**src/rtl/mmsl_pkg.sv**
```systemverilog
/*
  Package for the monitor-mode serial link: command opcodes, vectors,
  bit-period divisors and timing counts.
  Assumes a 50 MHz system clock and a 16-bit memory address space.
*/
package mmsl_pkg;
  localparam int unsigned SYS_CLK_HZ = 50000000;
  // Bit period is the bus clock divided by one of these
  localparam logic [10:0] DIV_LONG = 11'h400;
  localparam logic [10:0] DIV_SHORT = 11'h200;
  // Reference setting: 2.4576 MHz bus with divide 256 gives 9600 bit/s
  localparam int unsigned REF_BUS_HZ = 2457600;
  localparam int unsigned REF_BAUD = 9600;
  // Frame shape
  localparam logic [3:0] FRAME_BITS = 4'ha;
  localparam logic [3:0] BREAK_LOW_BITS = 4'ha;
  localparam logic [3:0] BREAK_GAP_BITS = 4'h2;
  localparam logic [3:0] ECHO_DELAY_BITS = 4'h2;
  localparam logic [3:0] CMD_DELAY_BITS = 4'hb;
  localparam logic [3:0] SECURITY_BYTES = 4'h8;
  // Command opcodes
  localparam logic [7:0] OP_READ = 8'h4a;
  localparam logic [7:0] OP_WRITE = 8'h49;
  localparam logic [7:0] OP_INDEXED_READ_CMD = 8'h1a;
  localparam logic [7:0] OP_INDEXED_WRITE_CMD = 8'h19;
  localparam logic [7:0] OP_SPREAD = 8'h0c;
  localparam logic [7:0] OP_RUN = 8'h28;
  // Vectors (high byte addresses)
  localparam logic [15:0] VEC_RESET_USER = 16'hfffe;
  localparam logic [15:0] VEC_SWI_USER = 16'hfffc;
  localparam logic [15:0] VEC_RESET_MON = 16'hfefe;
  localparam logic [15:0] VEC_SWI_MON = 16'hfefc;

  typedef enum logic [3:0] {
    ST_SECURE = 4'h0,
    ST_OPCODE = 4'h1,
    ST_ADDRH = 4'h3,
    ST_ADDRL = 4'h2,
    ST_DATA = 4'h6,
    ST_WAIT = 4'h7,
    ST_EXEC = 4'h5,
    ST_REPLY = 4'h4,
    ST_IDLE = 4'hc
  } mmsl_state_t;
endpackage

```
**src/rtl/mmsl_link.sv**
```systemverilog
/*
  Monitor-mode serial link command interpreter.
  Assumes a synchronous pin input, a memory port answering reads in the
  same cycle as the strobe, a core that starts when runStart pulses, and
  porPulse held high through the first clock edge after a power-on reset.
*/
// Operation
// - Blank-vector monitor entry survives pin reset
// - Monitor mode selects $FE page vectors
// - NRZ framing, same rate both directions
// - Break is ten low bit periods
// - On break: two high bits, then break
// - High-voltage entry: divide 1024 or 512
// - Normal-voltage entry always divides by 1024
// - Bus rate scales bit rate proportionally
// - Six commands accepted
// - Every received byte is echoed
// - Eleven-bit wait before acting; break cancels
// - Two-bit delay before echo and reply
// - Read data follows final echo
// - Read: opcode, address high, low, data
// - Indexed commands step consecutive addresses
// - Stack read returns SP plus one
// - Eight security bytes, then ready break
`timescale 1ns/1ps
`default_nettype none
module mmsl_link
  import mmsl_pkg::*;
(
  input wire logic sys_clk,
  input wire logic rst_b,
  input wire logic porPulse,
  input wire logic blankVector,
  input wire logic testHighVoltage,
  input wire logic dividerSelectPin,
  input wire logic monitorSerialPinIn,
  output logic monitorSerialPinOut,
  output logic monitorSerialPinOe,
  output logic monitorMode,
  output logic [15:0] resetVectorAddr,
  output logic [15:0] swiVectorAddr,
  output logic memRead,
  output logic memWrite,
  output logic [15:0] memAddr,
  output logic [7:0] memWdata,
  input wire logic [7:0] memRdata,
  input wire logic [15:0] stackPointer,
  output logic runStart
);
  typedef struct packed {
    logic entryDone;
    logic monitor;
    logic sticky;
    logic longDiv;
    mmsl_state_t st;
    logic [3:0] cnt;
    logic [7:0] op;
    logic [15:0] ptr;
    logic [7:0] wdata;
    logic [7:0] rbuf;
    logic [7:0] reply2;
    logic [1:0] replyLeft;
    logic [2:0] step;
    logic [7:0] echoByte;
    logic echoPend;
    logic memRead;
    logic memWrite;
    logic runStart;
    logic txStart;
    logic [1:0] txKind;
    logic [3:0] txBits;
    logic [7:0] txData;
  } mmsl_link_t;
  mmsl_link_t q, d;

  logic rxValid, rxBreak, txBusy;
  logic [7:0] rxData;
  logic [10:0] bitDiv;

  function automatic logic isRead(input logic [7:0] op);
    isRead = (op == OP_READ) || (op == OP_INDEXED_READ_CMD) || (op == OP_SPREAD);
  endfunction

  function automatic logic hasAddr(input logic [7:0] op);
    hasAddr = (op == OP_READ) || (op == OP_WRITE);
  endfunction

  assign bitDiv = q.longDiv ? DIV_LONG : DIV_SHORT;

  mmsl_uart u_uart (
    .sys_clk(sys_clk),
    .rst_b(rst_b),
    .bitDiv(bitDiv),
    .pinIn(monitorSerialPinIn),
    .pinOut(monitorSerialPinOut),
    .pinOe(monitorSerialPinOe),
    .rxValid(rxValid),
    .rxData(rxData),
    .rxBreak(rxBreak),
    .txStart(q.txStart),
    .txKind(q.txKind),
    .txBits(q.txBits),
    .txData(q.txData),
    .txBusy(txBusy)
  );

  // Transmit sequence steps: 0 idle, 1 gap before echo, 2 echo,
  // 3 gap before reply, 4 reply byte, 5 break pending, 6 break gap, 7 break out
  always_comb begin
    d = q;
    d.memRead = 1'b0;
    d.memWrite = 1'b0;
    d.runStart = 1'b0;
    d.txStart = 1'b0;
    // Mode is caught once after reset release, never from the reset itself
    if (!q.entryDone) begin
      d.entryDone = 1'b1;
      if (q.sticky && !porPulse) begin
        // Blank-vector entry outlives a pin reset; only power-on leaves it
        d.monitor = 1'b1;
        d.longDiv = 1'b1;
      end else begin
        d.monitor = blankVector || testHighVoltage;
        d.sticky = blankVector && !testHighVoltage;
        d.longDiv = !testHighVoltage || dividerSelectPin;
      end
    end
    if (q.memRead) d.rbuf = memRdata;

    if (q.entryDone && q.monitor) begin
      if (rxBreak) begin
        // Break abandons any command under way and is answered; the security state is kept
        d.st = (q.st == ST_SECURE) ? ST_SECURE : ST_OPCODE;
        d.step = 3'd5;
        d.echoPend = 1'b0;
        d.replyLeft = 2'd0;
      end else if (rxValid) begin
        d.echoByte = rxData;
        d.echoPend = 1'b1;
        case (q.st)
          ST_SECURE: begin
            // Stay here until the last echo is out, then the ready break follows
            d.echoPend = 1'b1;
            if (q.cnt != 4'hf) d.cnt = q.cnt + 4'h1;
          end
          ST_OPCODE, ST_IDLE: begin
            d.op = rxData;
            if (hasAddr(rxData)) d.st = ST_ADDRH;
            else if (rxData == OP_INDEXED_WRITE_CMD) d.st = ST_DATA;
            else if (rxData == OP_INDEXED_READ_CMD || rxData == OP_SPREAD || rxData == OP_RUN)
              d.st = ST_WAIT;
            else d.st = ST_OPCODE;
          end
          ST_ADDRH: begin
            d.ptr[15:8] = rxData;
            d.st = ST_ADDRL;
          end
          ST_ADDRL: begin
            d.ptr[7:0] = rxData;
            d.st = (q.op == OP_WRITE) ? ST_DATA : ST_WAIT;
          end
          ST_DATA: begin
            d.wdata = rxData;
            d.st = ST_WAIT;
          end
          default: d.st = q.st;
        endcase
      end

      // Transmit sequencer
      if (!txBusy && !q.txStart) begin
        case (q.step)
          3'd0: begin
            if (q.echoPend && !rxBreak) begin
              d.step = 3'd1;
              d.txStart = 1'b1;
              d.txKind = 2'd3;
              d.txBits = ECHO_DELAY_BITS;
            end else if (q.replyLeft != 2'd0) begin
              d.step = 3'd3;
              d.txStart = 1'b1;
              d.txKind = 2'd3;
              d.txBits = ECHO_DELAY_BITS;
            end else if (q.st == ST_SECURE && q.cnt >= SECURITY_BYTES) begin
              d.cnt = 4'h0;
              d.st = ST_IDLE;
              d.step = 3'd6;
            end else if (q.st == ST_WAIT) begin
              // Quiet wait after the final echo; a break here cancels
              d.st = ST_EXEC;
              d.txStart = 1'b1;
              d.txKind = 2'd3;
              d.txBits = CMD_DELAY_BITS;
            end else if (q.st == ST_EXEC && monitorSerialPinIn) begin
              // A low pin here is a break begun inside the wait: hold off until
              // it is recognised and cancels the command
              d.st = ST_REPLY;
              case (q.op)
                OP_READ, OP_INDEXED_READ_CMD: begin
                  d.memRead = 1'b1;
                  d.replyLeft = 2'd1;
                end
                OP_WRITE, OP_INDEXED_WRITE_CMD: d.memWrite = 1'b1;
                OP_SPREAD: d.replyLeft = 2'd2;
                OP_RUN: d.runStart = 1'b1;
                default: d.st = ST_OPCODE;
              endcase
              if (q.op == OP_SPREAD) begin
                {d.rbuf, d.reply2} = stackPointer + 16'h0001;
              end
            end else if (q.st == ST_REPLY) begin
              d.st = ST_OPCODE;
              // Indexed access moves the pointer to the next cell
              if (q.op == OP_INDEXED_READ_CMD || q.op == OP_INDEXED_WRITE_CMD) d.ptr = q.ptr + 16'h0001;
            end
          end
          3'd1: begin
            d.step = 3'd2;
            d.echoPend = 1'b0;
            d.txStart = 1'b1;
            d.txKind = 2'd0;
            d.txBits = FRAME_BITS;
            d.txData = q.echoByte;
          end
          3'd2: d.step = 3'd0;
          3'd3: begin
            // Reply only after the final echo has left
            d.step = 3'd4;
            d.txStart = 1'b1;
            d.txKind = 2'd0;
            d.txBits = FRAME_BITS;
            d.txData = q.rbuf;
            d.rbuf = q.reply2;
            d.replyLeft = q.replyLeft - 2'd1;
          end
          3'd4: d.step = 3'd0;
          3'd5: begin
            d.step = 3'd6;
            d.txStart = 1'b1;
            d.txKind = 2'd2;
            d.txBits = BREAK_GAP_BITS;
          end
          3'd6: begin
            d.step = 3'd7;
            d.txStart = 1'b1;
            d.txKind = 2'd1;
            d.txBits = BREAK_LOW_BITS;
          end
          3'd7: begin
            d.step = 3'd0;
          end
          default: d.step = 3'd0;
        endcase
      end
    end
  end

  // The sticky entry flag has no pin reset on purpose: it must outlive rst_b,
  // and only a power-on entry, or any entry while it is clear, rewrites it
  always_ff @(posedge sys_clk or negedge rst_b) begin
    if (!rst_b) begin
      q.entryDone <= 1'b0;
      q.monitor <= 1'b0;
      q.longDiv <= 1'b0;
      q.st <= ST_SECURE;
      q.cnt <= 4'h0;
      q.op <= 8'h00;
      q.ptr <= 16'h0000;
      q.wdata <= 8'h00;
      q.rbuf <= 8'h00;
      q.reply2 <= 8'h00;
      q.replyLeft <= 2'h0;
      q.step <= 3'h0;
      q.echoByte <= 8'h00;
      q.echoPend <= 1'b0;
      q.memRead <= 1'b0;
      q.memWrite <= 1'b0;
      q.runStart <= 1'b0;
      q.txStart <= 1'b0;
      q.txKind <= 2'h0;
      q.txBits <= 4'h0;
      q.txData <= 8'h00;
    end else begin
      q <= d;
    end
  end

  assign monitorMode = q.monitor;
  assign resetVectorAddr = q.monitor ? VEC_RESET_MON : VEC_RESET_USER;
  assign swiVectorAddr = q.monitor ? VEC_SWI_MON : VEC_SWI_USER;
  assign memRead = q.memRead;
  assign memWrite = q.memWrite;
  assign memAddr = q.ptr;
  assign memWdata = q.wdata;
  assign runStart = q.runStart;
endmodule // mmsl_link
`default_nettype wire

```
**src/rtl/mmsl_uart.sv**
```systemverilog
/*
  Bit engine of the monitor link: receives NRZ frames on the wired-OR pin,
  recognises break, and sends bytes, breaks or an idle-high gap.
  Assumes the pin input is synchronous to sys_clk.
*/
`timescale 1ns/1ps
`default_nettype none
module mmsl_uart
  import mmsl_pkg::*;
(
  input wire logic sys_clk,
  input wire logic rst_b,
  input wire logic [10:0] bitDiv,
  input wire logic pinIn,
  output logic pinOut,
  output logic pinOe,
  output logic rxValid,
  output logic [7:0] rxData,
  output logic rxBreak,
  input wire logic txStart,
  input wire logic [1:0] txKind,
  input wire logic [3:0] txBits,
  input wire logic [7:0] txData,
  output logic txBusy
);
  typedef struct packed {
    logic rxAct;
    logic [10:0] rxCnt;
    logic [3:0] rxBit;
    logic [8:0] rxSh;
    logic rxValid;
    logic rxBreak;
    logic [7:0] rxData;
    logic txAct;
    logic [10:0] txCnt;
    logic [3:0] txBit;
    logic [3:0] txLen;
    logic [1:0] txKind;
    logic [9:0] txSh;
    logic pinOut;
  } mmsl_uart_t;
  mmsl_uart_t q, d;

  // Kinds: 0 byte frame, 1 break, 2 idle high gap, 3 silent delay
  always_comb begin
    d = q;
    d.rxValid = 1'b0;
    d.rxBreak = 1'b0;
    if (!q.rxAct) begin
      // Half duplex only while our own frame or break is on the pin; the quiet delays
      // keep listening so that a break can cancel a command
      if (!pinIn && (!q.txAct || q.txKind[1])) begin
        d.rxAct = 1'b1;
        d.rxCnt = {1'b0, bitDiv[10:1]};
        d.rxBit = 4'h0;
      end
    end else if (q.rxCnt == 11'h000) begin
      d.rxCnt = bitDiv - 11'h001;
      d.rxSh = {pinIn, q.rxSh[8:1]};
      d.rxBit = q.rxBit + 4'h1;
      if (q.rxBit == FRAME_BITS - 4'h1) begin
        d.rxAct = 1'b0;
        // Ten low samples, stop bit included, mark a break
        if (!pinIn && q.rxSh == 9'h000) d.rxBreak = 1'b1;
        else if (pinIn) begin
          d.rxValid = 1'b1;
          d.rxData = q.rxSh[8:1];
        end
      end
    end else begin
      d.rxCnt = q.rxCnt - 11'h001;
    end
    if (!q.txAct) begin
      d.pinOut = 1'b1;
      if (txStart) begin
        d.txAct = 1'b1;
        d.txKind = txKind;
        d.txLen = txBits;
        d.txBit = 4'h0;
        d.txCnt = bitDiv - 11'h001;
        // NRZ frame: start low, data LSB first, stop high
        d.txSh = (txKind == 2'd0) ? {1'b1, txData, 1'b0} : 10'h000;
        d.pinOut = (txKind[1]) ? 1'b1 : d.txSh[0];
      end
    end else if (q.txCnt == 11'h000) begin
      d.txCnt = bitDiv - 11'h001;
      d.txBit = q.txBit + 4'h1;
      d.txSh = {1'b1, q.txSh[9:1]};
      if (q.txBit == q.txLen - 4'h1) begin
        d.txAct = 1'b0;
        d.pinOut = 1'b1;
      end else begin
        d.pinOut = q.txKind[1] ? 1'b1 : d.txSh[0];
      end
    end else begin
      d.txCnt = q.txCnt - 11'h001;
    end
  end

  always_ff @(posedge sys_clk or negedge rst_b) begin
    if (!rst_b) begin
      q <= '0;
      q.pinOut <= 1'b1;
      q.txSh <= 10'h3ff;
    end else begin
      q <= d;
    end
  end

  assign rxValid = q.rxValid;
  assign rxBreak = q.rxBreak;
  assign rxData = q.rxData;
  assign txBusy = q.txAct;
  assign pinOut = q.pinOut;
  // Wired-OR pin: drive only lows; the idle-high gap is driven actively
  assign pinOe = q.txAct && (!q.pinOut || q.txKind == 2'd2);
endmodule // mmsl_uart
`default_nettype wire

```
**config.mk**
```make
export PLATFORM = sky130hd
export DESIGN_NAME = mmsl_link
export DESIGN_NICKNAME = d
export VERILOG_FILES = /design/src/rtl/mmsl_pkg.sv /design/src/rtl/mmsl_link.sv /design/src/rtl/mmsl_uart.sv
export SDC_FILE = /design/constraint.sdc
export NUM_CORES = 1
export LEC_CHECK = 0
export BUFFER_PORTS_ARGS = -buffer_cell sky130_fd_sc_hd__buf_2
export CELL_PAD_IN_SITES_DETAIL_PLACEMENT = 2
export CELL_PAD_IN_SITES_GLOBAL_PLACEMENT = 2
export CORE_MARGIN = 2
export CORE_UTILIZATION = 40
export CTS_CLUSTER_DIAMETER = 100
export DETAILED_ROUTE_END_ITERATION = 8
export MAX_ROUTING_LAYER = met4
export PLACE_DENSITY_LB_ADDON = 0.1
export SYNTH_ARGS = -nofsm -noshare
export SYNTH_HDL_FRONTEND = slang
export SYNTH_SLANG_ARGS = --single-unit
```
**constraint.sdc**
```tcl
create_clock -name sys_clk -period 4.2 [get_ports sys_clk]
set_clock_uncertainty 0.2 [all_clocks]
set_input_delay 0.63 -clock sys_clk [delete_from_list [all_inputs] [get_ports sys_clk]]
set_output_delay 0.63 -clock sys_clk [all_outputs]
set_load 0.005 [all_outputs]
```
==> metrics.txt <==
Final Max Tran Viols 0; CP Launch Type flop; Setup crit end u_uart.rxData[6]; hold path start stackPointer[0]; Worst EP required 4.32 ns; # IOs 93; minimum hold slack 0.245 ns; initial core utilization 40.5%; FF-to-FF setup slack 0.98 ns; antenna cells 0; Total GRT Usage 24.8%; die height 152 microns; Fin. Hold Viols 0; 1st-iter DRT viols 312; Max Cap Viol 0; Syn Inst Count 930; Routed WL 26,900 microns; RR Startpoint u_uart.q[67]; Die ar. 0.0233 sq mm; Clock Latency Late Sink 0.44 ns; post-synthesis cell type count 85; gp weighted congestion 0.838; Critical Path Fanout Max 24; dominant synthesized flop cell dfrtp_1; Post-synth EDFFs 1; Post-CTS Resized 0; antenna violations before repair 0; post-layout min period 3.22 ns; row cnt 54; worst vdd ir 258 uV; DPL Wire Length 18,900 microns; vias in the first global route 7,828; RSZ-0062 raised after global routing no; FF-to-FF End u_uart.rxData[6]; clk buf depth 2; r2r worst-path depth 4; DRC Markers 0; register area share after synthesis 44.7%; Max Freq 310 MHz; status complete, no violations; asr flop ratio synth 99.4%; antenna viol nets, final 0; clk root buf clkbuf_16; core area 0.0218 sq mm; Via density 5.71; global-route wire length before repair 44,500 microns; CTS tree yes; Hold WC Path Type input pin to flop; Post-Syn Area 0.00882 sq mm; largest net degree at the start of global routing 97; WL per Instance 21.8 microns; Crit path arrival time 3.34 ns; total CTS buffers 17; final setup violation count 0; gr ovfl total 0; clock sink count 157; layout cell share with drive strength beyond 1 17.7%; area growth from synthesis to layout 9.35%; LEAKAGE 4.30 nW; Initial DRT Pass Iterations 4; PD cells 506 mW/mm^2; final worst path period share 76.7%; CTS H-tree lvls 4; relative slew slack 34.6%; worst-margin pin slew 0.978 ns; routed vias 7,071; Clock transition at path regs 0.06 ns; setup TNS 0 ns; post-synthesis register bit count 157; Die Wd 152 microns; YS warnings 0; port buffer count 62; Nets 988; critical path launch point u_uart.q[67]; Syn Area/Cell 9.48 sq um; WS Path Type flop to flop; Critical Path End Type flop
-- final cells by class --
cell class                      count  area [sq um]
Inverter                           29           109
Sequential cell                   157          3950
Tap cell                          280           350
Clock buffer                       22           454
Fill cell                        2374         12100
Multi-Input combinational cell    671          4260
Timing Repair Buffer               69           384
Clock inverter                     10           143
-- metal layers --
metal / vias up / global-route usage, % / wire length (microns)
met5: - / - / 0
met4: 0 / 5.20 / 305
met3: 25 / 4.52 / 637
met2: 105 / 40.5 / 13300
met1: 3698 / 32.6 / 12700
li1: 3243 / - / -
-- worst max-delay path, stage by stage, from the launching register on --
cell	delay (ns)
dfrtp_1	0.83
nand2_1	0.21
or3_4	0.56
nor4b_2	0.88
mux2_2	0.41
-- state kept, by name (all words and copies together), names as in the netlist, 8 cells and up --
name,flops
memWdata,8
q,63
u_uart.rxData,8
u_uart.q,54
memAddr,16
-- layout by cell type (no fill, tap or decap), types with 16 or more instances in the layout --
master	synthesis	layout
mux2i_1	23	23
dfrtp_1	146	146
xor2_1	20	20
a21oi_1	62	62
clkbuf_16	0	17
nor3_1	19	19
conb_1	2	31
o21ai_0	63	63
nand3_1	19	19
nand2_1	111	111
nor2_1	64	64
mux2_2	38	38
inv_1	29	29
xnor2_1	16	16
buf_2	6	61
-- power breakdown --
group          switching [mW]  internal (mW)  total (mW)
registers               0.354           1.81        2.17
clock network           0.672          0.953        1.63
logic                   0.633          0.455        1.09
total                    1.66           3.22        4.88
-- synth_stat cells (all sizes together), types with 3 or more instances --
library cell	instances	area share (%)
nand3	20	1.2
dfrtp	146	41
clkbuf	31	1.3
nor3	19	1.1
a21oi	64	3.7
ha	12	1.7
nand4	13	0.92
mux2	38	4.9
nor4b	9	1.3
or2	4	0.31
nand4b	3	0.30
o211ai	6	0.51
or4b	3	0.38
a31oi	9	0.64
a221o	3	0.34
o22ai	9	0.64
mux2i	23	2.6
or4	6	0.55
and2	7	0.50
nor4	11	0.85
xor2	20	2.0
dfstp	10	3.0
o21ai	64	3.6
inv	29	1.2
or3	8	0.68
and3	3	0.21
nand2b	12	0.85
a22oi	11	0.94
a21o	3	0.26
a32oi	3	0.30
o32ai	3	0.30
nand2	112	4.8
o31ai	5	0.58
buf	71	5.7
a2bb2oi	4	0.47
nor2	66	3.1
nor2b	12	0.85
o221ai	6	0.60
o21a	3	0.26
xnor2	16	1.6
-- worst min-delay path by stage --
stage / endpoint / cells after the start / slack [ns]
detailed placement: u_uart.q[11] / 2 / 0.27
finish: q[32] / 2 / 0.25
floorplan: memAddr[0] / 0 / 0.13
CTS: q[32] / 2 / 0.23
global placement: q[9] / 1 / 0.25
global route: q[32] / 2 / 0.27
-- repair_timing --
action | 4_1_cts | 5_1_grt
hold buffers | 1 | 0
setup buffers | 0 | 0
hold endpoints to repair | 12 | 0
-- kinds of logic after synthesis --
logic type,share of synthesized area (%)
muxes,7.46
other,0.0852
and+or+nand+nor,18.7
DFF,44.7
xor gates and xnor gates,3.57
buffers and inverters,8.21
AOI/OAI and AO/OA,15.5
adders and majority gates,1.70
-- metrics by stage --
stage	utilization, %	total power [mW]	setup WS (ns)	cells	cell area [sq um]
after global placement	41.5	3.15	1.16	1205	9040
after detailed placement	41.5	3.27	0.927	1205	9040
after global routing	44.3	5.18	0.696	1238	9640
after CTS	44.3	4.92	0.948	1238	9640
final	44.3	4.88	0.977	1238	9640
after floorplan	-	2.91	1.87	959	8930
No activity file was read; power rests on OpenSTA's default activity.
